--- config.mk ---
export PLATFORM = sky130hd
export DESIGN_NAME = ifsc_top
export DESIGN_NICKNAME = d
export VERILOG_FILES = /design/src/rtl/ifsc_top.v /design/src/rtl/ifsc_clk_div.v
export VERILOG_INCLUDE_DIRS = /design/src /design/src/rtl
export SDC_FILE = /design/constraint.sdc
export NUM_CORES = 1
export LEC_CHECK = 0
export ABC_AREA = 1
export BUFFER_PORTS_ARGS = -buffer_cell sky130_fd_sc_hd__clkbuf_2
export CAP_MARGIN = 20
export CELL_PAD_IN_SITES_DETAIL_PLACEMENT = 1
export CELL_PAD_IN_SITES_GLOBAL_PLACEMENT = 1
export CORE_MARGIN = 2
export CORE_UTILIZATION = 37
export DETAILED_ROUTE_END_ITERATION = 12
export GPL_TIMING_DRIVEN = 0
export MAX_ROUTING_LAYER = met4
export PLACE_DENSITY_LB_ADDON = 0.1
export SYNTH_ARGS = -nofsm -noshare
export SYNTH_HDL_FRONTEND = slang
export SYNTH_HIERARCHICAL = 1
export SYNTH_SLANG_ARGS = --single-unit
--- constraint.sdc ---
create_clock -name mclk_i -period 2.9 [get_ports mclk_i]
set_input_delay 0.58 -clock mclk_i [delete_from_list [all_inputs] [get_ports mclk_i]]
set_output_delay 0.58 -clock mclk_i [all_outputs]
set_load 0.01 [all_outputs]
--- src/rtl/ifsc_defines.vh ---
// register offsets, field positions, reset values and divider counter width
// for the interrupt flag / sleep clock control block
`ifndef IFSC_DEFINES_VH
`define IFSC_DEFINES_VH

`define IFSC_ADDR_W 4
`define IFSC_OFF_FLAG 4'h0
`define IFSC_OFF_SCR_TWO 4'h1
`define IFSC_OFF_IRQ_STAT 4'h2
`define IFSC_OFF_IRQ_MASK 4'h3
`define IFSC_OFF_CTRL 4'h4
`define IFSC_OFF_CLKSTAT 4'h5

`define IFSC_FLAG_DT 7
`define IFSC_FLAG_I3 3
`define IFSC_FLAG_I0 0
`define IFSC_FLAG_ONES 8'h30
`define IFSC_FLAG_RST 8'h00

`define IFSC_SC2_SLEEP_SEL 7
`define IFSC_SC2_DIRECT_EN 5
`define IFSC_SC2_MA_HI 4
`define IFSC_SC2_MA_LO 2
`define IFSC_SC2_WMASK 8'hBC
`define IFSC_SC2_RST 8'h00

`define IFSC_CTRL_STANDBY 0
`define IFSC_CTRL_EN3 1
`define IFSC_CTRL_EN0 2
`define IFSC_CTRL_RISE3 3
`define IFSC_CTRL_RISE0 4
`define IFSC_CTRL_RST 8'h00

`define IFSC_EVT_DT 0
`define IFSC_EVT_I3 1
`define IFSC_EVT_I0 2
`define IFSC_EVT_W 3

`define IFSC_DIV_W 6

`endif

--- src/rtl/ifsc_top.v ---
// interrupt flag register, system control register two, sleep decode
// assumes avalon-mm master on mclk_i, irq pins synchronous to mclk_i
//
// How it works
// sleep with direct transition enable sets flag
// write 0 clears direct flag, else held
// selected edge on pin three sets flag
// write 0 clears pin three flag
// selected edge on pin zero sets flag
// write 0 clears pin zero flag
// flag bits 5,4 read 1; 6,2,1 read 0
// sleep mode select with standby picks mode
// direct enable also steers mode choice
// clock select 0XX undivided, else /8../64
// new divider applies only after sleep
// unused bits read 0, all reset 0
// writing 1 leaves flags unchanged
//
// The Avalon-MM slave port and the placing of the registers were left to the implementer.
`timescale 1ns/1ps
`include "ifsc_defines.vh"
module ifsc_top (
  input wire mclk_i,
  input wire srst_i,
  input wire [`IFSC_ADDR_W-1:0] avs_address_i,
  input wire avs_read_i,
  input wire avs_write_i,
  input wire [31:0] avs_writedata_i,
  input wire [3:0] avs_byteenable_i,
  output reg [31:0] avs_readdata_o,
  output reg avs_waitrequest_o,
  input wire sleep_exec_i,
  input wire ext_irq_pin_three_i,
  input wire ext_irq_pin_zero_i,
  output reg irq_o,
  output reg sleep_req_o,
  output reg [2:0] sleep_mode_o,
  output reg op_clk_en_o,
  output reg [2:0] op_clk_sel_o
);
  // sleep mode codes presented to the power-down sequencer
  localparam MODE_SLEEP = 3'h0;
  localparam MODE_STANDBY = 3'h1;
  localparam MODE_SUBSLEEP = 3'h2;
  localparam MODE_DIRECT = 3'h3;
  localparam MODE_DIRECT_STBY = 3'h4;

  localparam ST_IDLE = 2'h0;
  localparam ST_ANSWER = 2'h1;

  reg [1:0] state_reg;
  reg [7:0] flag_reg;
  reg [7:0] sys_ctrl_two_reg;
  reg [7:0] ctrl_reg;
  reg [`IFSC_EVT_W-1:0] stat_reg;
  reg [`IFSC_EVT_W-1:0] mask_reg;
  reg pin3_d_reg;
  reg pin0_d_reg;
  wire [2:0] div_sel;
  wire div_en;
  reg [31:0] rdata;

  // writes land on the answering edge, the one where the master sees waitrequest low
  wire wr_fire = (state_reg == ST_ANSWER) && avs_write_i && avs_byteenable_i[0];
  wire [7:0] wd = avs_writedata_i[7:0];
  wire wr_flag = wr_fire && (avs_address_i == `IFSC_OFF_FLAG);
  wire wr_sc2 = wr_fire && (avs_address_i == `IFSC_OFF_SCR_TWO);
  wire wr_stat = wr_fire && (avs_address_i == `IFSC_OFF_IRQ_STAT);
  wire wr_mask = wr_fire && (avs_address_i == `IFSC_OFF_IRQ_MASK);
  wire wr_ctrl = wr_fire && (avs_address_i == `IFSC_OFF_CTRL);

  function edge_hit;
    input rise;
    input cur;
    input prev;
    begin
      edge_hit = rise ? (cur & ~prev) : (~cur & prev);
    end
  endfunction

  wire direct_en = sys_ctrl_two_reg[`IFSC_SC2_DIRECT_EN];
  wire sleep_sel = sys_ctrl_two_reg[`IFSC_SC2_SLEEP_SEL];
  wire standby_sel = ctrl_reg[`IFSC_CTRL_STANDBY];
  wire set_dt = sleep_exec_i && direct_en;
  wire set_i3 = ctrl_reg[`IFSC_CTRL_EN3] &&
    edge_hit(ctrl_reg[`IFSC_CTRL_RISE3], ext_irq_pin_three_i, pin3_d_reg);
  wire set_i0 = ctrl_reg[`IFSC_CTRL_EN0] &&
    edge_hit(ctrl_reg[`IFSC_CTRL_RISE0], ext_irq_pin_zero_i, pin0_d_reg);

  // mode chosen from select, direct enable and standby
  reg [2:0] mode_next;
  always @* begin
    case ({standby_sel, sleep_sel, direct_en})
      3'b000: mode_next = MODE_SLEEP;
      3'b010: mode_next = MODE_SUBSLEEP;
      3'b100: mode_next = MODE_STANDBY;
      3'b110: mode_next = MODE_STANDBY;
      3'b001: mode_next = MODE_DIRECT;
      3'b011: mode_next = MODE_DIRECT;
      3'b101: mode_next = MODE_DIRECT_STBY;
      3'b111: mode_next = MODE_DIRECT_STBY;
      default: mode_next = MODE_SLEEP;
    endcase
  end

  // divider reloads only on sleep, so a write alone changes nothing
  ifsc_clk_div u_div (
    .mclk_i(mclk_i),
    .srst_i(srst_i),
    .load_i(sleep_exec_i),
    .sel_i(sys_ctrl_two_reg[`IFSC_SC2_MA_HI:`IFSC_SC2_MA_LO]),
    .clk_en_o(div_en),
    .sel_o(div_sel)
  );

  always @* begin
    rdata = 32'h0000_0000;
    case (avs_address_i)
      `IFSC_OFF_FLAG: rdata[7:0] = flag_reg | `IFSC_FLAG_ONES;
      `IFSC_OFF_SCR_TWO: rdata[7:0] = sys_ctrl_two_reg & `IFSC_SC2_WMASK;
      `IFSC_OFF_IRQ_STAT: rdata[`IFSC_EVT_W-1:0] = stat_reg;
      `IFSC_OFF_IRQ_MASK: rdata[`IFSC_EVT_W-1:0] = mask_reg;
      `IFSC_OFF_CTRL: rdata[7:0] = ctrl_reg;
      `IFSC_OFF_CLKSTAT: rdata[2:0] = div_sel;
      default: rdata = 32'h0000_0000;
    endcase
  end

  // one wait cycle per access: request taken in idle, answered next edge
  always @(posedge mclk_i) begin
    if (srst_i) begin
      state_reg <= ST_IDLE;
      avs_waitrequest_o <= 1'b1;
      avs_readdata_o <= 32'h0000_0000;
    end else begin
      case (state_reg)
        ST_IDLE: begin
          if (avs_read_i || avs_write_i) begin
            state_reg <= ST_ANSWER;
            avs_waitrequest_o <= 1'b0;
            avs_readdata_o <= rdata;
          end
        end
        ST_ANSWER: begin
          state_reg <= ST_IDLE;
          avs_waitrequest_o <= 1'b1;
        end
        default: begin
          state_reg <= ST_IDLE;
          avs_waitrequest_o <= 1'b1;
        end
      endcase
    end
  end

  always @(posedge mclk_i) begin
    if (srst_i) begin
      flag_reg <= `IFSC_FLAG_RST;
      sys_ctrl_two_reg <= `IFSC_SC2_RST;
      ctrl_reg <= `IFSC_CTRL_RST;
      stat_reg <= 3'h0;
      mask_reg <= 3'h0;
      pin3_d_reg <= 1'b1;
      pin0_d_reg <= 1'b1;
      irq_o <= 1'b0;
      sleep_req_o <= 1'b0;
      sleep_mode_o <= MODE_SLEEP;
      op_clk_en_o <= 1'b0;
      op_clk_sel_o <= 3'h0;
    end else begin
      pin3_d_reg <= ext_irq_pin_three_i;
      pin0_d_reg <= ext_irq_pin_zero_i;
      // set wins over a clearing write in the same cycle
      if (set_dt)
        flag_reg[`IFSC_FLAG_DT] <= 1'b1;
      else if (wr_flag && !wd[`IFSC_FLAG_DT])
        flag_reg[`IFSC_FLAG_DT] <= 1'b0;
      if (set_i3)
        flag_reg[`IFSC_FLAG_I3] <= 1'b1;
      else if (wr_flag && !wd[`IFSC_FLAG_I3])
        flag_reg[`IFSC_FLAG_I3] <= 1'b0;
      if (set_i0)
        flag_reg[`IFSC_FLAG_I0] <= 1'b1;
      else if (wr_flag && !wd[`IFSC_FLAG_I0])
        flag_reg[`IFSC_FLAG_I0] <= 1'b0;
      if (wr_sc2)
        sys_ctrl_two_reg <= wd & `IFSC_SC2_WMASK;
      if (wr_ctrl)
        ctrl_reg <= wd & 8'h1F;
      if (wr_mask)
        mask_reg <= wd[`IFSC_EVT_W-1:0];
      stat_reg <= (stat_reg & ~(wr_stat ? wd[`IFSC_EVT_W-1:0] : 3'h0)) |
        {set_i0, set_i3, set_dt};
      irq_o <= |(stat_reg & mask_reg);
      sleep_req_o <= sleep_exec_i;
      if (sleep_exec_i)
        sleep_mode_o <= mode_next;
      op_clk_en_o <= div_sel[2] ? div_en : 1'b1;
      op_clk_sel_o <= div_sel;
    end
  end
endmodule // ifsc_top

--- src/rtl/ifsc_clk_div.v ---
// clock enable divider for the active-mode operating clock
// assumes one system clock; the division setting changes only on load_i
`timescale 1ns/1ps
`include "ifsc_defines.vh"
module ifsc_clk_div (
  input wire mclk_i,
  input wire srst_i,
  input wire load_i,
  input wire [2:0] sel_i,
  output reg clk_en_o,
  output reg [2:0] sel_o
);
  reg [`IFSC_DIV_W-1:0] cnt_reg;
  reg [`IFSC_DIV_W-1:0] top_reg;

  function [`IFSC_DIV_W-1:0] div_top;
    input [2:0] sel;
    begin
      case (sel)
        3'h4: div_top = 6'h07;
        3'h5: div_top = 6'h0F;
        3'h6: div_top = 6'h1F;
        3'h7: div_top = 6'h3F;
        default: div_top = 6'h00;
      endcase
    end
  endfunction

  always @(posedge mclk_i) begin
    if (srst_i) begin
      cnt_reg <= 6'h00;
      top_reg <= 6'h00;
      sel_o <= 3'h0;
      clk_en_o <= 1'b0;
    end else begin
      if (load_i) begin
        // restart the count so the first new period is whole
        top_reg <= div_top(sel_i);
        sel_o <= sel_i;
        cnt_reg <= 6'h00;
        clk_en_o <= 1'b0;
      end else if (cnt_reg == top_reg) begin
        cnt_reg <= 6'h00;
        clk_en_o <= 1'b1;
      end else begin
        cnt_reg <= cnt_reg + 6'h01;
        clk_en_o <= 1'b0;
      end
    end
  end
endmodule // ifsc_clk_div

==> impl_metrics.csv, run 1 <==
group,metric,value,unit
global_route,overflow,0,
cts,cts_resized,0,
global_route,grt_antenna_before_repair,0,
pwr,switching_share,0.239,
cts,cts-buffers-inserted,5,
pwr,p_clk_frac,0.379,
floorplanning,die_x,84.1,um
cts,cts_max_level,2,
timing,timing.setup.tns,0,ns
global_route,grt_usage,0.179,
timing,period_minus_slack,1.57,ns
detailed_routing,dr.pass1.iters,4,
detailed_routing,post_drt_wl_per_cell,13.0,um
critical_path,timing.rr.end,"ctrl_reg[3]",
pwr,seqPwrFrac,0.530,
detailed_routing,ant_nets,0,
critical_path,path_max_fanout,10,
final_layout,final_common_cell,"dfxtp_1",
final_layout,mostFrequentLayoutCells,"53 x dfxtp_1, 49 x nand2_1, 39 x nor2_1, 35 x clkbuf_2, 30 x inv_1",
synthesis,yosysSeqAreaShare,0.447,
timing,slew_headroom,0.622,
synthesis,synth_seq_cells,53,
floorplanning,ioPinCount,89,
timing,maxSlewViolCount,0,
floorplanning,dieHeight,84.1,um
timing,rsz0062_at_grt,"false",
detailed_routing,via_per_inst,4.67,
synthesis,ys.flop_type,"dfxtp_1",
global_route,grt_pass1_wl,9920,um
final_layout,n_fill_cell,820,
timing,setup_violations,0,
critical_path,crit_type,"in2reg",
critical_path,regToRegStartpoint,"state_reg[0]",
detailed_routing,drt-total-wl,5960,um
synthesis,syn_area_per_cell,7.54,um^2
final_layout,area_growth,20.1,%
critical_path,crit_chain,"clkbuf_2 > clkbuf_1 > inv_1 > clkbuf_1 > o21ai_0 > nor2_1",
pwr,p_per_area,493,nW/um^2
detailed_routing,drt-initial-drc-count,93,
critical_path,end_kind,"flop",
final_layout,multi_input_area,1060,um^2
critical_path,crit_top_cell,"clkbuf_1",
timing,worst_pin_slew,0.565,ns
floorplanning,dieArea,7080,um^2
critical_path,r2r_slack,1.47,ns
hold_path,hp-class,"reg2reg",
synthesis,synth_cells,315,
critical_path,rr_worst_depth,5,
timing,fin_crit_sh,0.540,
timing,finClkSkew,0.00499,ns
synthesis,yosysWarnings,6,
hold_path,hold_start,"u_div/clk_en_o",
pwr,p_int,0.00107,W
final_layout,largest_register_ffs,7,
hold_path,whs_endpoint,"op_clk_en_o",
place,port_buffers,35,
pwr,p_leak,1.35,nW
synthesis,synth_cell_types,29,
timing,finalHoldViolCount,0,
pwr,p_comb_frac,0.092,
cts,cts-root-buf,"clkbuf_8",
detailed_routing,dr_total_vias,2142,
critical_path,max_stage_delay,0.41,ns
cts,clk_latency,0.31,ns
place,dpl.hpwl,4650,um
place,dp_slack,1.01,ns
final_layout,layout-drive-gt1-share,0.223,
pwr,max-vdd-ir-drop,210,uV
final_layout,seqCellArea,1060,um^2
pwr,p_switching,0.000336,W
cts,worst_setup_hold_path_clk_slew,0.10,ns
final_layout,antenna_cells,0,
place,gp_congestion,0.860,
detailed_routing,drc_errors,0,
floorplanning,core_region_area,6280,um^2
global_route,grt_max_degree,16,
timing,fin_ws,1.33,ns
cts,cts_setup_buffers,0,
synthesis,syn_area,2370,um^2
cts,ctsHoldBuffers,0,
global_route,grt_pass1_vias,2028,
floorplanning,start_util,0.378,
final_layout,nNetsFinal,430,
critical_path,cp.arrival,1.82,ns
synthesis,synth_edf_count,0,
run,max-cap-violations,0,
cts,cts_sinks,53,
floorplanning,rows,29,
critical_path,critPathRequiredTime,3.15,ns
run_status,outcome,"completed",
cts,clock_path_buffers,2,
hold_path,hold_depth,2,
cts,tritoncts,"done",
synthesis,async_reset_ff_frac,0,
timing,fmax,0.638,GHz
critical_path,cp-start-kind,"primary input",
critical_path,slowest_stage,"clkbuf_1",
## kinds of logic after synthesis
family / after synthesis / synth area share
other cells: 1 / 0.00158
simple gates: 128 / 0.244
buf+inv: 66 / 0.146
compound gates: 62 / 0.140
flops: 53 / 0.447
fa+ha+maj: 2 / 0.0105
xor+xnor: 3 / 0.0111
## worst max-delay path, delay by kind of cell
family                 cells  cell delay, ns
and+or+nand+nor            1            0.13
buffers and inverters      4            0.93
AOI/OAI and AO/OA          1            0.17
## layer usage
layer	routed length, um	GRT usage	vias up
li1	-	-	1102
met1	2960	0.242	991
met2	2680	0.275	42
met3	243	0.0326	7
met4	76	0.0528	0
met5	0	-	-
## cell type report
class	instances	share of cell area
Multi-Input combinational cell	220	0.371
Buffer	30	0.0737
Clock buffer	7	0.0303
Tap cell	77	0.0338
Clock inverter	1	0.0105
Sequential cell	53	0.372
Inverter	36	0.0478
Timing Repair Buffer	35	0.0614
## cells in the mapped netlist, drive strengths merged (2+ instances only)
cell type / number / area (um^2)
nand3: 25 / 130
nand2: 51 / 201
nand4: 4 / 25.0
o31ai: 3 / 22.5
xor2: 2 / 17.5
o21ai: 29 / 145
a21oi: 23 / 115
o22ai: 2 / 12.5
ha: 2 / 25.0
o21bai: 3 / 22.5
dfxtp: 53 / 1060
nor2: 47 / 216
clkbuf: 3 / 11.3
buf: 27 / 199
inv: 35 / 131
## worst max path at each step
stage,end,from,cells past startpoint
detailed placement,ctrl_reg[3],srst_i,6
CTS,ctrl_reg[3],srst_i,6
global placement,sys_ctrl_two_reg[5],srst_i,6
floorplan,stat_reg[2],avs_address_i[3],5
finish,ctrl_reg[3],srst_i,6
global route,sys_ctrl_two_reg[4],srst_i,6
## power by group through the flow
| stage | combinational (W) | clock (W) | sequential [W] |
|---|---|---|---|
| final | 0.000129 | 0.000533 | 0.000746 |
| after global placement | 0.000127 | 0 | 0.000762 |
| after floorplan | 0.0000826 | 0 | 0.000764 |
| after detailed placement | 0.000128 | 0 | 0.000763 |
| after global routing | 0.000144 | 0.000572 | 0.000747 |
| after CTS | 0.000128 | 0.000542 | 0.000746 |
## through the flow
stage	cell area, um^2	total power, W	cells	utilization	hold slack (ns)
floorplan	2460	0.000847	339	-	0.416
global placement	2740	0.000889	451	0.436	0.430
detailed placement	2740	0.000890	451	0.436	0.441
CTS	2850	0.00142	459	0.454	0.465
global route	2850	0.00146	459	0.454	0.467
finish	2850	0.00141	459	0.454	0.454
(Power assumes the default switching activity.)
==> inputs of run 2 (changes only) <==
Settings changed: CORE_UTILIZATION 37 to 34.
Clock period 2.9 ns to 1.5 ns, I/O delays scaled along.
==> run 2 against run 1 <==
Against the previous run: setup slack lost 1.3 ns; total power rose by 80%; sequential cell count stayed put; clock power is 59% higher; sequential share of layout area barely moved; global-route usage decreased by 1.9 points; combinational power up 92%; worst hold slack got worse by 0.26 ns.
==> impl_metrics.csv, run 2 (same netlist as run 1, synthesis figures left out) <==
group,metric,value,unit
run_status,outcome,"completed",
global_route,grt_usage,0.160,
detailed_routing,route.met2.wl,2490,um
cts,clk_latency,0.30,ns
floorplanning,rows,30,
floorplanning,start_util,0.350,
cts,cts-buffers-inserted,5,
global_route,grt_pass1_wl,9320,um
detailed_routing,via_per_inst,4.37,
floorplanning,dieArea,7670,um^2
timing,finClkSkew,0.0109,ns
timing,hold_ws,0.189,ns
run,max-cap-violations,0,
timing,fmax,0.696,GHz
detailed_routing,dr_total_vias,2087,
detailed_routing,top_layer,"met4",
pwr,p_clk_frac,0.334,
final_layout,area_growth,20.3,%
cts,cts_max_level,2,
detailed_routing,drt-initial-drc-count,66,
critical_path,end_kind,"flop",
global_route,overflow,0,
final_layout,final_common_cell,"dfxtp_1",
cts,worst_setup_hold_path_clk_slew,0.10,ns
final_layout,antenna_cells,0,
final_layout,n_fill_cell,899,
final_layout,layout-drive-gt1-share,0.225,
place,dp_cells,470,
timing,setup_violations,0,
final_layout,finalNonFillerCells,478,
cts,cts-root-buf,"clkbuf_8",
floorplanning,dieHeight,87.6,um
pwr,p_switching,0.000634,W
timing,fin_crit_sh,0.958,
pwr,switching_share,0.250,
pwr,seqPwrFrac,0.569,
timing,maxSlewViolCount,0,
global_route,grt_antenna_before_repair,0,
cts,clock_path_buffers,2,
pwr,p_int,0.00190,W
place,gp_congestion,0.751,
detailed_routing,ant_nets,0,
place,port_buffers,35,
final_layout,largest_register_ffs,7,
critical_path,crit_type,"reg2reg",
pwr,max-vdd-ir-drop,335,uV
cts,ctsHoldBuffers,0,
detailed_routing,dr.pass1.iters,6,
pwr,p_comb_frac,0.098,
critical_path,cp-start-kind,"flop",
global_route,grt_pass1_vias,1940,
detailed_routing,wl_met1,2940,um
timing,rsz0062_at_grt,"true",
floorplanning,die_x,87.6,um
detailed_routing,met3_length,245,um
timing,period_minus_slack,1.44,ns
final_layout,utilization,0.420,
timing,slew_headroom,0.605,
critical_path,path_max_fanout,9,
final_layout,mostFrequentLayoutCells,"53 x dfxtp_1, 49 x nand2_1, 39 x nor2_1, 35 x clkbuf_2, 30 x inv_1",
place,dpl.hpwl,4590,um
critical_path,critPathRequiredTime,1.71,ns
final_layout,nNetsFinal,430,
cts,cts_sinks,53,
floorplanning,core_region_area,6790,um^2
pwr,p_per_area,887,nW/um^2
timing,worst_pin_slew,0.590,ns
cts,tritoncts,"done",
global_route,grt_max_degree,17,
detailed_routing,post_drt_wl_per_cell,12.0,um
pwr,p_leak,1.34,nW
critical_path,cp.arrival,1.65,ns
detailed_routing,drc_errors,0,
detailed_routing,drt-total-wl,5720,um
floorplanning,ioPinCount,89,
hold_path,hp-class,"in2reg",
timing,finalHoldViolCount,0,
==> run 2: changes by cell type in the layout (fill, tap and decap cells not counted), sizes merged <==
cell,change
clkinv,+2
clkbuf,-1
bufinv,-1
==> run 2: metrics by stage <==
step / instance area, um^2 / TNS [ns] / total power [W] / setup WS [ns]
3_5_place_dp: 2760 / -2.29 / 0.00172 / -0.124
3_3_place_gp: 2760 / -2.08 / 0.00172 / -0.111
2_1_floorplan: 2460 / 0 / 0.00164 / 0.364
6_report: 2860 / 0 / 0.00254 / 0.0632
5_1_grt: 2860 / -0.480 / 0.00265 / -0.0961
4_1_cts: 2860 / 0 / 0.00257 / 0.0609
==> run 2: final cells by class <==
cell class	count	area (um^2)	area share
sequential	53	1060	0.371
multi-input combinational	220	1060	0.370
buffer	30	210	0.0736
timing repair buffer	35	175	0.0613
inverter	36	136	0.0477
tap	96	120	0.0420
clock buffer	6	82.6	0.0289
clock inverter	2	13.8	0.00482
==> run 2: final timing paths <==
path / slack [ns] / to / cells past startpoint / startpoint
setup / recovery: 0.06 / ctrl_reg[4] / 5 / state_reg[0]
hold / removal: 0.19 / pin3_d_reg / 3 / ext_irq_pin_three_i
setup reg to reg: 0.06 / ctrl_reg[4] / 5 / state_reg[0]
hold reg to reg: 0.46 / op_clk_en_o / 2 / u_div/clk_en_o
==> run 2: layer usage <==
layer,vias to the layer above,GRT usage
li1,1096,-
met1,939,0.224
met2,48,0.244
met3,4,0.0283
met4,0,0.0336
met5,-,-
==> run 2: critical path, cell delays in order (launching register included) <==
cell and delay (ns):
dfxtp_1 0.36, nand3_1 0.39, nor2_4 0.35, inv_1 0.09, nor2_1 0.10, nor2_1 0.05
==> run 2: power groups by stage <==
stage / Sequential, W / Clock, W / Combinational [W]
after floorplan: 0.00148 / 0 / 0.000160
final: 0.00144 / 0.000846 / 0.000248
after global placement: 0.00147 / 0 / 0.000245
after CTS: 0.00144 / 0.000877 / 0.000247
after detailed placement: 0.00147 / 0 / 0.000247
after global routing: 0.00144 / 0.000923 / 0.000279
==> run 2: what timing repair did <==
item | CTS | global route
hold endpoints to repair | 0 | 0
gates resized for setup | 0 | 0
setup buffers | 0 | 0
setup endpoints to repair | 0 | 12
